`src/inc/clk_sel_pkg.sv`:
```
// Package for the system clock source selector.
// Assumes a single 100 MHz clock and an AXI4-Lite register master.
package clk_sel_pkg;

  // ----------------------------------------
  // Register map
  // ----------------------------------------
  localparam logic [3:0] OSC_CTRL_ADDR = 4'h0;
  localparam logic [3:0] IRQ_STATUS_ADDR = 4'h4;
  localparam logic [3:0] IRQ_MASK_ADDR = 4'h8;

  // ----------------------------------------
  // Field layout and reset values
  // ----------------------------------------
  localparam int FREQ_LSB = 4;
  localparam int EXT_RUN_BIT = 3;
  localparam int HF_STABLE_BIT = 2;
  localparam int LF_STABLE_BIT = 1;
  localparam int SYS_SEL_BIT = 0;
  localparam int FAIL_BIT = 0;
  localparam logic [2:0] FREQ_RESET = 3'h6;
  localparam logic [2:0] FREQ_LF = 3'h0;
  localparam logic [2:0] FREQ_MAX = 3'h7;
  localparam logic [1:0] RESP_OKAY = 2'h0;
  localparam logic [1:0] RESP_SLVERR = 2'h2;

  // ----------------------------------------
  // Timing
  // ----------------------------------------
  localparam int CLK_MHZ = 100;
  localparam int STARTUP_OSC_COUNT = 1024;
  localparam int DRIVEN_DELAY_CYCLES = 2;
  localparam int HF_DELAY_NS = 1000;
  localparam int HF_DELAY_CYCLES = (HF_DELAY_NS * CLK_MHZ + 999) / 1000;
  localparam int HF_WARM_CYCLES = 64;
  localparam int LF_WARM_CYCLES = 64;
  localparam int FAIL_TIMEOUT = 4000;
  localparam int CNT_W = 12;

  // ----------------------------------------
  // Modes and gain codes
  // ----------------------------------------
  typedef enum logic [2:0] {
    LOW_POWER_CRYSTAL_MODE = 3'b000,
    MEDIUM_GAIN_CRYSTAL_MODE = 3'b001,
    HIGH_GAIN_CRYSTAL_MODE = 3'b010,
    DRIVEN_CLOCK_INPUT_MODE = 3'b011,
    INTERNAL_OSC_ALL_PINS_IO_MODE = 3'b100,
    INTERNAL_OSC_CLOCK_OUT_MODE = 3'b101,
    RESISTOR_CAPACITOR_IO_MODE = 3'b110,
    RESISTOR_CAPACITOR_OSC_MODE = 3'b111
  } clk_mode_e;

  typedef enum logic [1:0] {
    GAIN_OFF = 2'b00,
    GAIN_LOW = 2'b01,
    GAIN_MID = 2'b10,
    GAIN_HIGH = 2'b11
  } gain_e;

  typedef struct packed {
    logic useCfg;
    logic inIsIo;
    logic outIsIo;
    logic outQuarter;
  } pin_use_s;

endpackage : clk_sel_pkg

```
`src/design/clk_source_select.sv`:
```
// System clock source selector with start-up counter and fail monitor.
// Assumes oscillator inputs from pins; registers on AXI4-Lite.
//
// Functional notes
// - Eight source modes from fixed configuration field
// - Frequency field picks rate, resets to 110
// - Bit 3 shows external source running
// - Bit 2 shows high-frequency oscillator stable
// - Bit 1 shows low-frequency oscillator stable
// - Bit 0 selects internal oscillator when set
// - Running bit resets low with fail-safe, or with two-speed in crystal modes
// - Crystal modes count 1024 oscillations first
// - Execution held while start-up counter runs
// - Stabilisation delay on every external/internal switch
// - Driven clock mode skips start-up counter
// - Driven mode frees clock-out pin as I/O
// - Static logic holds state when clock stops
// - Gain output follows crystal mode
// - Quarter clock out in RC/internal-out modes
// - Lost external clock falls back internally
// - Fail flag sticky until software clears
//
// Chosen here: register access over AXI4-Lite and the register offsets.
`timescale 1ns/1ns
module clk_source_select
  import clk_sel_pkg::*;
(
  input wire logic clk,
  input wire logic rst,
  input wire logic [2:0] clkModeCfg,
  input wire logic twoSpeedEn,
  input wire logic failSafeEn,
  input wire logic wakeUp,
  input wire logic clockInPin,
  input wire logic hfOscIn,
  input wire logic lfOscIn,
  output logic sysClkEn,
  output logic execHold,
  output logic [1:0] gainSel,
  output logic clockOutPin,
  output logic clockOutOe,
  output logic clockInIsIo,
  output logic clockOutIsIo,
  output logic irq,
  input wire logic [3:0] s_axi_awaddr,
  input wire logic s_axi_awvalid,
  output logic s_axi_awready,
  input wire logic [31:0] s_axi_wdata,
  input wire logic [3:0] s_axi_wstrb,
  input wire logic s_axi_wvalid,
  output logic s_axi_wready,
  output logic [1:0] s_axi_bresp,
  output logic s_axi_bvalid,
  input wire logic s_axi_bready,
  input wire logic [3:0] s_axi_araddr,
  input wire logic s_axi_arvalid,
  output logic s_axi_arready,
  output logic [31:0] s_axi_rdata,
  output logic [1:0] s_axi_rresp,
  output logic s_axi_rvalid,
  input wire logic s_axi_rready
);

  // ----------------------------------------
  // Helpers
  // ----------------------------------------
  function automatic logic isCrystal(input logic [2:0] m);
    isCrystal = (m == LOW_POWER_CRYSTAL_MODE) ||
                (m == MEDIUM_GAIN_CRYSTAL_MODE) ||
                (m == HIGH_GAIN_CRYSTAL_MODE);
  endfunction : isCrystal

  function automatic logic isInternal(input logic [2:0] m);
    isInternal = (m == INTERNAL_OSC_ALL_PINS_IO_MODE) ||
                 (m == INTERNAL_OSC_CLOCK_OUT_MODE);
  endfunction : isInternal

  function automatic pin_use_s pinUse(input logic [2:0] m);
    pinUse = '0;
    case (m)
      DRIVEN_CLOCK_INPUT_MODE: pinUse.outIsIo = 1'b1;
      RESISTOR_CAPACITOR_OSC_MODE: pinUse.outQuarter = 1'b1;
      RESISTOR_CAPACITOR_IO_MODE: pinUse.outIsIo = 1'b1;
      INTERNAL_OSC_CLOCK_OUT_MODE: begin
        pinUse.outQuarter = 1'b1;
        pinUse.inIsIo = 1'b1;
      end
      INTERNAL_OSC_ALL_PINS_IO_MODE: begin
        pinUse.inIsIo = 1'b1;
        pinUse.outIsIo = 1'b1;
      end
      default: pinUse = '0;
    endcase
  endfunction : pinUse

  // ----------------------------------------
  // Pin synchronisers and edge detect
  // ----------------------------------------
  logic [2:0] syncA_ff;
  logic [2:0] syncB_ff;
  logic [2:0] syncC_ff;
  logic [2:0] rise;
  always_ff @(posedge clk or posedge rst) begin
    if (rst) begin
      syncA_ff <= '0;
      syncB_ff <= '0;
      syncC_ff <= '0;
    end else begin
      syncA_ff <= {lfOscIn, hfOscIn, clockInPin};
      syncB_ff <= syncA_ff;
      syncC_ff <= syncB_ff;
    end
  end
  assign rise = syncB_ff & ~syncC_ff;

  logic [2:0] modeCfg_ff;
  logic twoSpeed_ff;
  logic failSafe_ff;
  logic cfgDone_ff;
  always_ff @(posedge clk or posedge rst) begin
    if (rst) begin
      modeCfg_ff <= '0;
      twoSpeed_ff <= 1'b0;
      failSafe_ff <= 1'b0;
      cfgDone_ff <= 1'b0;
    end else if (!cfgDone_ff) begin
      modeCfg_ff <= clkModeCfg;
      twoSpeed_ff <= twoSpeedEn;
      failSafe_ff <= failSafeEn;
      cfgDone_ff <= 1'b1;
    end
  end

  // ----------------------------------------
  // Register state
  // ----------------------------------------
  logic [2:0] freqSel_ff;
  logic sysSel_ff;
  logic failFlag_ff;
  logic failMask_ff;
  logic failEvent;
  logic extRun_ff;
  logic hfStable_ff;
  logic lfStable_ff;

  // ----------------------------------------
  // Oscillator stability counters
  // ----------------------------------------
  logic [CNT_W-1:0] hfWarm_ff;
  logic [CNT_W-1:0] lfWarm_ff;
  always_ff @(posedge clk or posedge rst) begin
    if (rst) begin
      hfWarm_ff <= '0;
      hfStable_ff <= 1'b0;
    end else if (rise[1] && !hfStable_ff) begin
      hfWarm_ff <= hfWarm_ff + 1'b1;
      hfStable_ff <= (hfWarm_ff == CNT_W'(HF_WARM_CYCLES - 1));
    end
  end
  always_ff @(posedge clk or posedge rst) begin
    if (rst) begin
      lfWarm_ff <= '0;
      lfStable_ff <= 1'b0;
    end else if (rise[2] && !lfStable_ff) begin
      lfWarm_ff <= lfWarm_ff + 1'b1;
      lfStable_ff <= (lfWarm_ff == CNT_W'(LF_WARM_CYCLES - 1));
    end
  end

  // ----------------------------------------
  // Source switch state machine
  // ----------------------------------------
  typedef enum logic [2:0] {
    ST_CFG = 3'b000,
    ST_START = 3'b001,
    ST_EXT = 3'b010,
    ST_INT = 3'b011,
    ST_SW_OLD = 3'b100,
    ST_SW_NEW = 3'b101
  } sw_state_e;

  sw_state_e state_ff;
  logic [CNT_W-1:0] oscCnt_ff;
  logic [CNT_W-1:0] failCnt_ff;
  logic toExt_ff;
  logic wantInt;
  logic newEdge;
  logic oldEdge;
  logic intEdge;
  assign wantInt = sysSel_ff || isInternal(modeCfg_ff) || failFlag_ff;
  assign intEdge = (freqSel_ff == FREQ_LF) ? rise[2] : rise[1];
  assign newEdge = toExt_ff ? rise[0] : intEdge;
  assign oldEdge = toExt_ff ? intEdge : rise[0];

  always_ff @(posedge clk or posedge rst) begin
    if (rst) begin
      state_ff <= ST_CFG;
      oscCnt_ff <= '0;
      toExt_ff <= 1'b0;
    end else begin
      case (state_ff)
        ST_CFG: begin
          oscCnt_ff <= '0;
          if (cfgDone_ff) begin
            state_ff <= (wantInt || twoSpeed_ff) ? ST_INT : ST_START;
          end
        end
        ST_START: begin
          if (wakeUp) begin
            oscCnt_ff <= '0;
          end else if (modeCfg_ff == DRIVEN_CLOCK_INPUT_MODE) begin
            state_ff <= ST_EXT;
          end else if (rise[0]) begin
            oscCnt_ff <= oscCnt_ff + 1'b1;
            if (isCrystal(modeCfg_ff) &&
                oscCnt_ff == CNT_W'(STARTUP_OSC_COUNT - 1)) begin
              state_ff <= ST_EXT;
            end else if (!isCrystal(modeCfg_ff) &&
                oscCnt_ff == CNT_W'(DRIVEN_DELAY_CYCLES - 1)) begin
              state_ff <= ST_EXT;
            end
          end
        end
        ST_EXT: begin
          oscCnt_ff <= '0;
          if (wakeUp && isCrystal(modeCfg_ff)) begin
            state_ff <= ST_START;
          end else if (wantInt) begin
            toExt_ff <= 1'b0;
            state_ff <= ST_SW_OLD;
          end
        end
        ST_INT: begin
          oscCnt_ff <= '0;
          if (!wantInt) begin
            toExt_ff <= 1'b1;
            state_ff <= ST_SW_OLD;
          end
        end
        ST_SW_OLD: begin
          if (oldEdge || (!toExt_ff && failFlag_ff)) begin
            state_ff <= ST_SW_NEW;
          end
        end
        ST_SW_NEW: begin
          if (newEdge) begin
            oscCnt_ff <= oscCnt_ff + 1'b1;
          end
          if (!toExt_ff && freqSel_ff != FREQ_LF &&
              oscCnt_ff >= CNT_W'(HF_DELAY_CYCLES)) begin
            state_ff <= ST_INT;
          end else if (!toExt_ff && freqSel_ff == FREQ_LF &&
              oscCnt_ff != '0) begin
            state_ff <= ST_INT;
          end else if (toExt_ff && isCrystal(modeCfg_ff)) begin
            state_ff <= ST_START;
          end else if (toExt_ff && oscCnt_ff != '0) begin
            state_ff <= ST_EXT;
          end
        end
        default: state_ff <= ST_CFG;
      endcase
    end
  end

  always_ff @(posedge clk or posedge rst) begin
    if (rst) begin
      extRun_ff <= 1'b0;
    end else if (state_ff == ST_CFG) begin
      extRun_ff <= cfgDone_ff && !(twoSpeed_ff && isCrystal(modeCfg_ff))
                   && !failSafe_ff && !isInternal(modeCfg_ff);
    end else if (state_ff != ST_START) begin
      extRun_ff <= (state_ff == ST_EXT);
    end
  end

  // ----------------------------------------
  // Fail monitor
  // ----------------------------------------
  always_ff @(posedge clk or posedge rst) begin
    if (rst) begin
      failCnt_ff <= '0;
    end else if (state_ff != ST_EXT || rise[0]) begin
      failCnt_ff <= '0;
    end else if (failCnt_ff != CNT_W'(FAIL_TIMEOUT)) begin
      failCnt_ff <= failCnt_ff + 1'b1;
    end
  end
  assign failEvent = failSafe_ff && state_ff == ST_EXT &&
                     failCnt_ff == CNT_W'(FAIL_TIMEOUT - 1);

  // ----------------------------------------
  // Clock outputs and divider
  // ----------------------------------------
  logic [2:0] divCnt_ff;
  logic [2:0] divLimit;
  logic [1:0] quarter_ff;
  logic srcTick;
  logic tick;
  pin_use_s pins;
  assign pins = pinUse(modeCfg_ff);
  assign divLimit = FREQ_MAX - freqSel_ff;
  assign srcTick = (state_ff == ST_EXT) ? rise[0] :
                   (state_ff == ST_INT && freqSel_ff == FREQ_LF) ? rise[2] :
                   (state_ff == ST_INT) ? rise[1] : 1'b0;
  assign tick = srcTick && (state_ff == ST_EXT || freqSel_ff == FREQ_LF ||
                divCnt_ff == divLimit);
  always_ff @(posedge clk or posedge rst) begin
    if (rst) begin
      divCnt_ff <= '0;
    end else if (srcTick) begin
      divCnt_ff <= tick ? 3'h0 : divCnt_ff + 3'h1;
    end
  end
  always_ff @(posedge clk or posedge rst) begin
    if (rst) begin
      quarter_ff <= '0;
      sysClkEn <= 1'b0;
      clockOutPin <= 1'b0;
    end else begin
      sysClkEn <= tick;
      if (tick) begin
        quarter_ff <= quarter_ff + 2'h1;
      end
      clockOutPin <= pins.outQuarter & quarter_ff[1];
    end
  end
  assign execHold = (state_ff != ST_EXT && state_ff != ST_INT);
  assign clockOutOe = pins.outQuarter;
  assign clockInIsIo = pins.inIsIo;
  assign clockOutIsIo = pins.outIsIo;
  assign gainSel = (modeCfg_ff == LOW_POWER_CRYSTAL_MODE) ? GAIN_LOW :
                   (modeCfg_ff == MEDIUM_GAIN_CRYSTAL_MODE) ? GAIN_MID :
                   (modeCfg_ff == HIGH_GAIN_CRYSTAL_MODE) ? GAIN_HIGH :
                   GAIN_OFF;

  // ----------------------------------------
  // AXI4-Lite slave
  // ----------------------------------------
  logic awHeld_ff;
  logic wHeld_ff;
  logic [3:0] awAddr_ff;
  logic [31:0] wData_ff;
  logic [3:0] wStrb_ff;
  logic doWrite;
  logic clrFail;
  assign s_axi_awready = !awHeld_ff && !s_axi_bvalid;
  assign s_axi_wready = !wHeld_ff && !s_axi_bvalid;
  assign doWrite = awHeld_ff && wHeld_ff && !s_axi_bvalid;
  assign clrFail = doWrite && awAddr_ff == IRQ_STATUS_ADDR &&
                   wStrb_ff[0] && wData_ff[FAIL_BIT];

  always_ff @(posedge clk or posedge rst) begin
    if (rst) begin
      awHeld_ff <= 1'b0;
      wHeld_ff <= 1'b0;
      awAddr_ff <= '0;
      wData_ff <= '0;
      wStrb_ff <= '0;
      s_axi_bvalid <= 1'b0;
      s_axi_bresp <= RESP_OKAY;
    end else begin
      if (s_axi_awvalid && s_axi_awready) begin
        awHeld_ff <= 1'b1;
        awAddr_ff <= s_axi_awaddr;
      end
      if (s_axi_wvalid && s_axi_wready) begin
        wHeld_ff <= 1'b1;
        wData_ff <= s_axi_wdata;
        wStrb_ff <= s_axi_wstrb;
      end
      if (doWrite) begin
        awHeld_ff <= 1'b0;
        wHeld_ff <= 1'b0;
        s_axi_bvalid <= 1'b1;
        if (awAddr_ff == OSC_CTRL_ADDR || awAddr_ff == IRQ_STATUS_ADDR ||
            awAddr_ff == IRQ_MASK_ADDR) begin
          s_axi_bresp <= RESP_OKAY;
        end else begin
          s_axi_bresp <= RESP_SLVERR;
        end
      end else if (s_axi_bvalid && s_axi_bready) begin
        s_axi_bvalid <= 1'b0;
      end
    end
  end

  always_ff @(posedge clk or posedge rst) begin
    if (rst) begin
      freqSel_ff <= FREQ_RESET;
      sysSel_ff <= 1'b0;
      failMask_ff <= 1'b0;
    end else if (doWrite && wStrb_ff[0]) begin
      if (awAddr_ff == OSC_CTRL_ADDR) begin
        freqSel_ff <= wData_ff[FREQ_LSB +: 3];
        sysSel_ff <= wData_ff[SYS_SEL_BIT];
      end else if (awAddr_ff == IRQ_MASK_ADDR) begin
        failMask_ff <= wData_ff[FAIL_BIT];
      end
    end
  end

  always_ff @(posedge clk or posedge rst) begin
    if (rst) begin
      failFlag_ff <= 1'b0;
    end else if (failEvent) begin
      failFlag_ff <= 1'b1;
    end else if (clrFail) begin
      failFlag_ff <= 1'b0;
    end
  end
  assign irq = failFlag_ff && failMask_ff;

  logic [31:0] rdMux;
  logic rdOk;
  always_comb begin
    rdMux = '0;
    rdOk = 1'b1;
    if (s_axi_araddr == OSC_CTRL_ADDR) begin
      rdMux[FREQ_LSB +: 3] = freqSel_ff;
      rdMux[EXT_RUN_BIT] = extRun_ff;
      rdMux[HF_STABLE_BIT] = hfStable_ff;
      rdMux[LF_STABLE_BIT] = lfStable_ff;
      rdMux[SYS_SEL_BIT] = sysSel_ff;
    end else if (s_axi_araddr == IRQ_STATUS_ADDR) begin
      rdMux[FAIL_BIT] = failFlag_ff;
    end else if (s_axi_araddr == IRQ_MASK_ADDR) begin
      rdMux[FAIL_BIT] = failMask_ff;
    end else begin
      rdOk = 1'b0;
    end
  end
  assign s_axi_arready = !s_axi_rvalid;
  always_ff @(posedge clk or posedge rst) begin
    if (rst) begin
      s_axi_rvalid <= 1'b0;
      s_axi_rdata <= '0;
      s_axi_rresp <= RESP_OKAY;
    end else if (s_axi_arvalid && s_axi_arready) begin
      s_axi_rvalid <= 1'b1;
      s_axi_rdata <= rdMux;
      s_axi_rresp <= rdOk ? RESP_OKAY : RESP_SLVERR;
    end else if (s_axi_rvalid && s_axi_rready) begin
      s_axi_rvalid <= 1'b0;
    end
  end

endmodule : clk_source_select

```
`config.mk`:
```
export PLATFORM = sky130hd
export DESIGN_NAME = clk_source_select
export DESIGN_NICKNAME = d
export VERILOG_FILES = /design/src/inc/clk_sel_pkg.sv /design/src/design/clk_source_select.sv
export SDC_FILE = /design/constraint.sdc
export NUM_CORES = 1
export LEC_CHECK = 0
export BUFFER_PORTS_ARGS = -buffer_cell sky130_fd_sc_hd__buf_2
export CAP_MARGIN = 10
export CORE_MARGIN = 2
export CORE_UTILIZATION = 43
export CTS_CLUSTER_DIAMETER = 40
export DETAILED_ROUTE_END_ITERATION = 16
export PLACE_DENSITY_LB_ADDON = 0.15
export SYNTH_ARGS = -nofsm -noshare
export SYNTH_HDL_FRONTEND = slang
export SYNTH_SLANG_ARGS = --single-unit
```
`constraint.sdc`:
```
create_clock -name clk -period 2.5 [get_ports clk]
set_input_delay 0 -clock clk [delete_from_list [all_inputs] [get_ports clk]]
set_output_delay 0 -clock clk [all_outputs]
set_load 0.03 [all_outputs]
```
==> flow_summary.yaml <==
drt:
  wl_mm: 10.4
  vias_per_cell: 5.15
  drt_first_iter_violations: 184
  vias: 3794
  wire_per_inst_um: 14.1
  first_pass_iters: 4
  antenna_left: 0
  drc: 0
logic_synthesis:
  synth_top_cells_by_area: "dfrtp_1, mux2_2, xnor2_1, buf_4, nor2_1"
  synth_top_family_by_area: "simple AND/OR/NAND/NOR gates"
  yosysWarnings: 0
  ys_top_cells_by_count: "dfrtp_1, nor2_1, nand2_1"
  ys_ff_latch: 105
  synth_xor_area_share_pct: 6.37
  synth.most_common_cell: "dfrtp_1"
  ys.flop_type: "dfrtp_1"
  ys_seq_area_share_pct: 50.3
  synthCells: 499
  synthSimpleGateAreaFrac_pct: 17.1
  synthAdderAreaFrac_pct: 1.92
  syn_area_mm2: 0.00522
  muxShareOfSynthArea_pct: 5.92
  synth_top_area_share_pct: 49.3
  synth.avg_cell_area_um2: 10.5
  yosysUniqueCellTypes: 59
  synth_compound_area_share_pct: 12.3
  synthArstFlopShare_pct: 100
  synth_edf_count: 0
  yosysTopAreaCell: "dfrtp_1"
placement:
  dp_hpwl_mm: 7.46
  port_buffers: 51
  gp_congestion: 0.828
power_and_ir_drop:
  power_leakage_uw: 0.00282
  peakVddDrop_mv: 0.663
  power_uw: 5660
  power.density_mw_per_mm2: 912
critical_path:
  endpoint_kind: "register"
  startpoint_type: "register"
  path_class: "register to register"
  cp_data_required_time_ns: 2.74
  worstPathMaxFanout: 6
  arrival_ns: 2.41
clocking:
  cts-root-buf: "clkbuf_16"
  clock_latency_ns: 0.35
  cts_sinks: 105
  ctsResizeCount: 0
  cts_tree: "built"
  cts_buffers: 9
  clk_pin_slew_ns: 0.07
  htree_levels: 3
  cts_max_path_buffers: 2
grt:
  antenna_found_initial: 0
  grt_pass1_vias: 3776
  grtUsageTotal_pct: 17.5
  grt_pass1_wl_mm: 18.2
  gr-total-overflow: 0
  grt_max_degree: 57
timing:
  fin_setup_tns_ns: 0
  final_hold_viol_count: 0
  slew_headroom_pct: 56.0
  tightest_slew_ns: 0.653
  final-setup-viol-count: 0
  report.final.slew_viol_count: 0
  clock_skew_ns: 0.0102
  finalCritPeriodShare_pct: 87.0
  rsz0062_at_grt: "no"
  fmax_mhz: 460
  fin_crit_ns: 2.18
floorplanning:
  coreArea_mm2: 0.0119
  die_area_mm2: 0.0130
  start_util_pct: 43.9
  die_h_um: 114
  die_w_um: 114
  pin_count: 110
  row_count: 40
finish:
  seqCellArea_mm2: 0.00263
  area_growth_pct: 18.8
  final_layout_size_suffix_gt1_share_pct: 20.2
  final_nets: 653
  n_antenna_cell: 0
  multi_input_area_mm2: 0.00238
  fillCellCount: 1087
hold_path:
  hp-class: "input port to register"
outcome:
  status: "finished, final reports clean"
run:
  cap_viol_max_count: 0
[through the flow]
stage               instance area (um2)  setup slack [ns]  hold WS, ns  std cells  util (%)
finish                             6200             0.324       0.0166        737      52.1
global placement                   5640             0.333        0.107        699      47.3
detailed placement                 5640             0.317        0.109        699      47.3
CTS                                6200             0.308      0.00325        737      52.1
floorplan                          5330             0.367       0.0314        525         -
global route                       6200             0.111       0.0188        737      52.1
[kinds of logic (layout without fill, tap and decap cells)]
group	after synthesis	in the layout
and+or+nand+nor	176	176
muxes	28	28
other	2	28
xor gates and xnor gates	38	38
adders and majority gates	8	8
AOI/OAI and AO/OA	88	88
DFF	105	105
buffers and inverters	54	119
[power breakdown]
part	internal, uW	switching [uW]
logic	720	915
registers	2040	378
clock network	952	651
total	3720	1940
[timing repair]
action,CTS,global route
setup buffers,0,0
hold endpoints to repair,48,0
hold buffers,22,0
[path summary, 6_finish.rpt]
| check | startpoint | end | slack [ns] | cells past startpoint |
|---|---|---|---|---|
| worst max-delay path | s_axi_bvalid | freqSel_ff[0] | 0.32 | 5 |
| worst min-delay path | s_axi_wvalid | wHeld_ff | 0.02 | 3 |
| max in group asynchronous | rst | freqSel_ff[2] | 1.50 | 4 |
| worst max register to register | s_axi_bvalid | freqSel_ff[0] | 0.32 | 5 |
| worst min register to register | syncA_ff[0] | syncB_ff[0] | 0.35 | 0 |
| min in group asynchronous | rst | lfWarm_ff[4] | 0.29 | 3 |
[final cells by class]
| cell class | count | share of cell area, % |
|---|---|---|
| inverters | 15 | 0.968 |
| well taps | 147 | 2.96 |
| clock inverters | 5 | 1.55 |
| repair buffers | 88 | 9.68 |
| clock buffers | 11 | 4.07 |
| flip-flops and latches | 105 | 42.4 |
| multi-input cells | 366 | 38.4 |
[placed cells by master, fill, tap and decap left out, types with 4 or more instances in the layout]
| cell | Yosys | final |
|---|---|---|
| dfrtp_1 | 103 | 103 |
| buf_2 | 3 | 51 |
| nor2_1 | 44 | 44 |
| nand2_1 | 35 | 35 |
| conb_1 | 2 | 28 |
| nand3_1 | 26 | 26 |
| xnor2_1 | 24 | 24 |
| mux2_2 | 23 | 23 |
| dlygate4sd3_1 | 0 | 22 |
| a21oi_1 | 15 | 15 |
| o21ai_0 | 15 | 15 |
| xor2_1 | 14 | 14 |
| inv_1 | 15 | 14 |
| buf_4 | 27 | 14 |
| a22o_1 | 13 | 13 |
| nor3_1 | 10 | 10 |
| nand4_1 | 10 | 10 |
| clkbuf_16 | 0 | 9 |
| ha_1 | 8 | 8 |
| nor2b_1 | 7 | 7 |
| nand2b_1 | 7 | 7 |
| nor3b_1 | 6 | 6 |
| and3_1 | 5 | 5 |
| nor4_1 | 5 | 5 |
| mux2i_1 | 5 | 5 |
| a2111o_1 | 5 | 5 |
| o31ai_1 | 5 | 5 |
| and2_1 | 4 | 4 |
| a21o_1 | 4 | 4 |
[worst max-delay path, stage by stage (launching register included)]
cell	delay (ns)
dfrtp_1	0.43
inv_1	0.09
nand3_1	0.16
or4b_2	0.71
nor3_2	0.30
mux2_2	0.37
[flip-flops by register name, summed over array words and instances, names as in the netlist, 4 cells and up]
register / flops
hfWarm_ff: 12
s_axi_rdata: 7
failCnt_ff: 12
oscCnt_ff: 12
wData_ff: 4
awAddr_ff: 4
lfWarm_ff: 12
[metal layers]
| layer | share of wire [%] | wire, um | track usage [%] | vias to the layer above |
|---|---|---|---|---|
| li1 | - | - | - | 1888 |
| met1 | 47 | 4840 | 22.8 | 1800 |
| met2 | 46 | 4780 | 27.9 | 86 |
| met3 | 4.7 | 487 | 5.13 | 20 |
| met4 | 2.5 | 261 | 6.42 | 0 |
| met5 | 0 | 0 | 0 | - |
No activity file was read; power rests on OpenSTA's default activity.
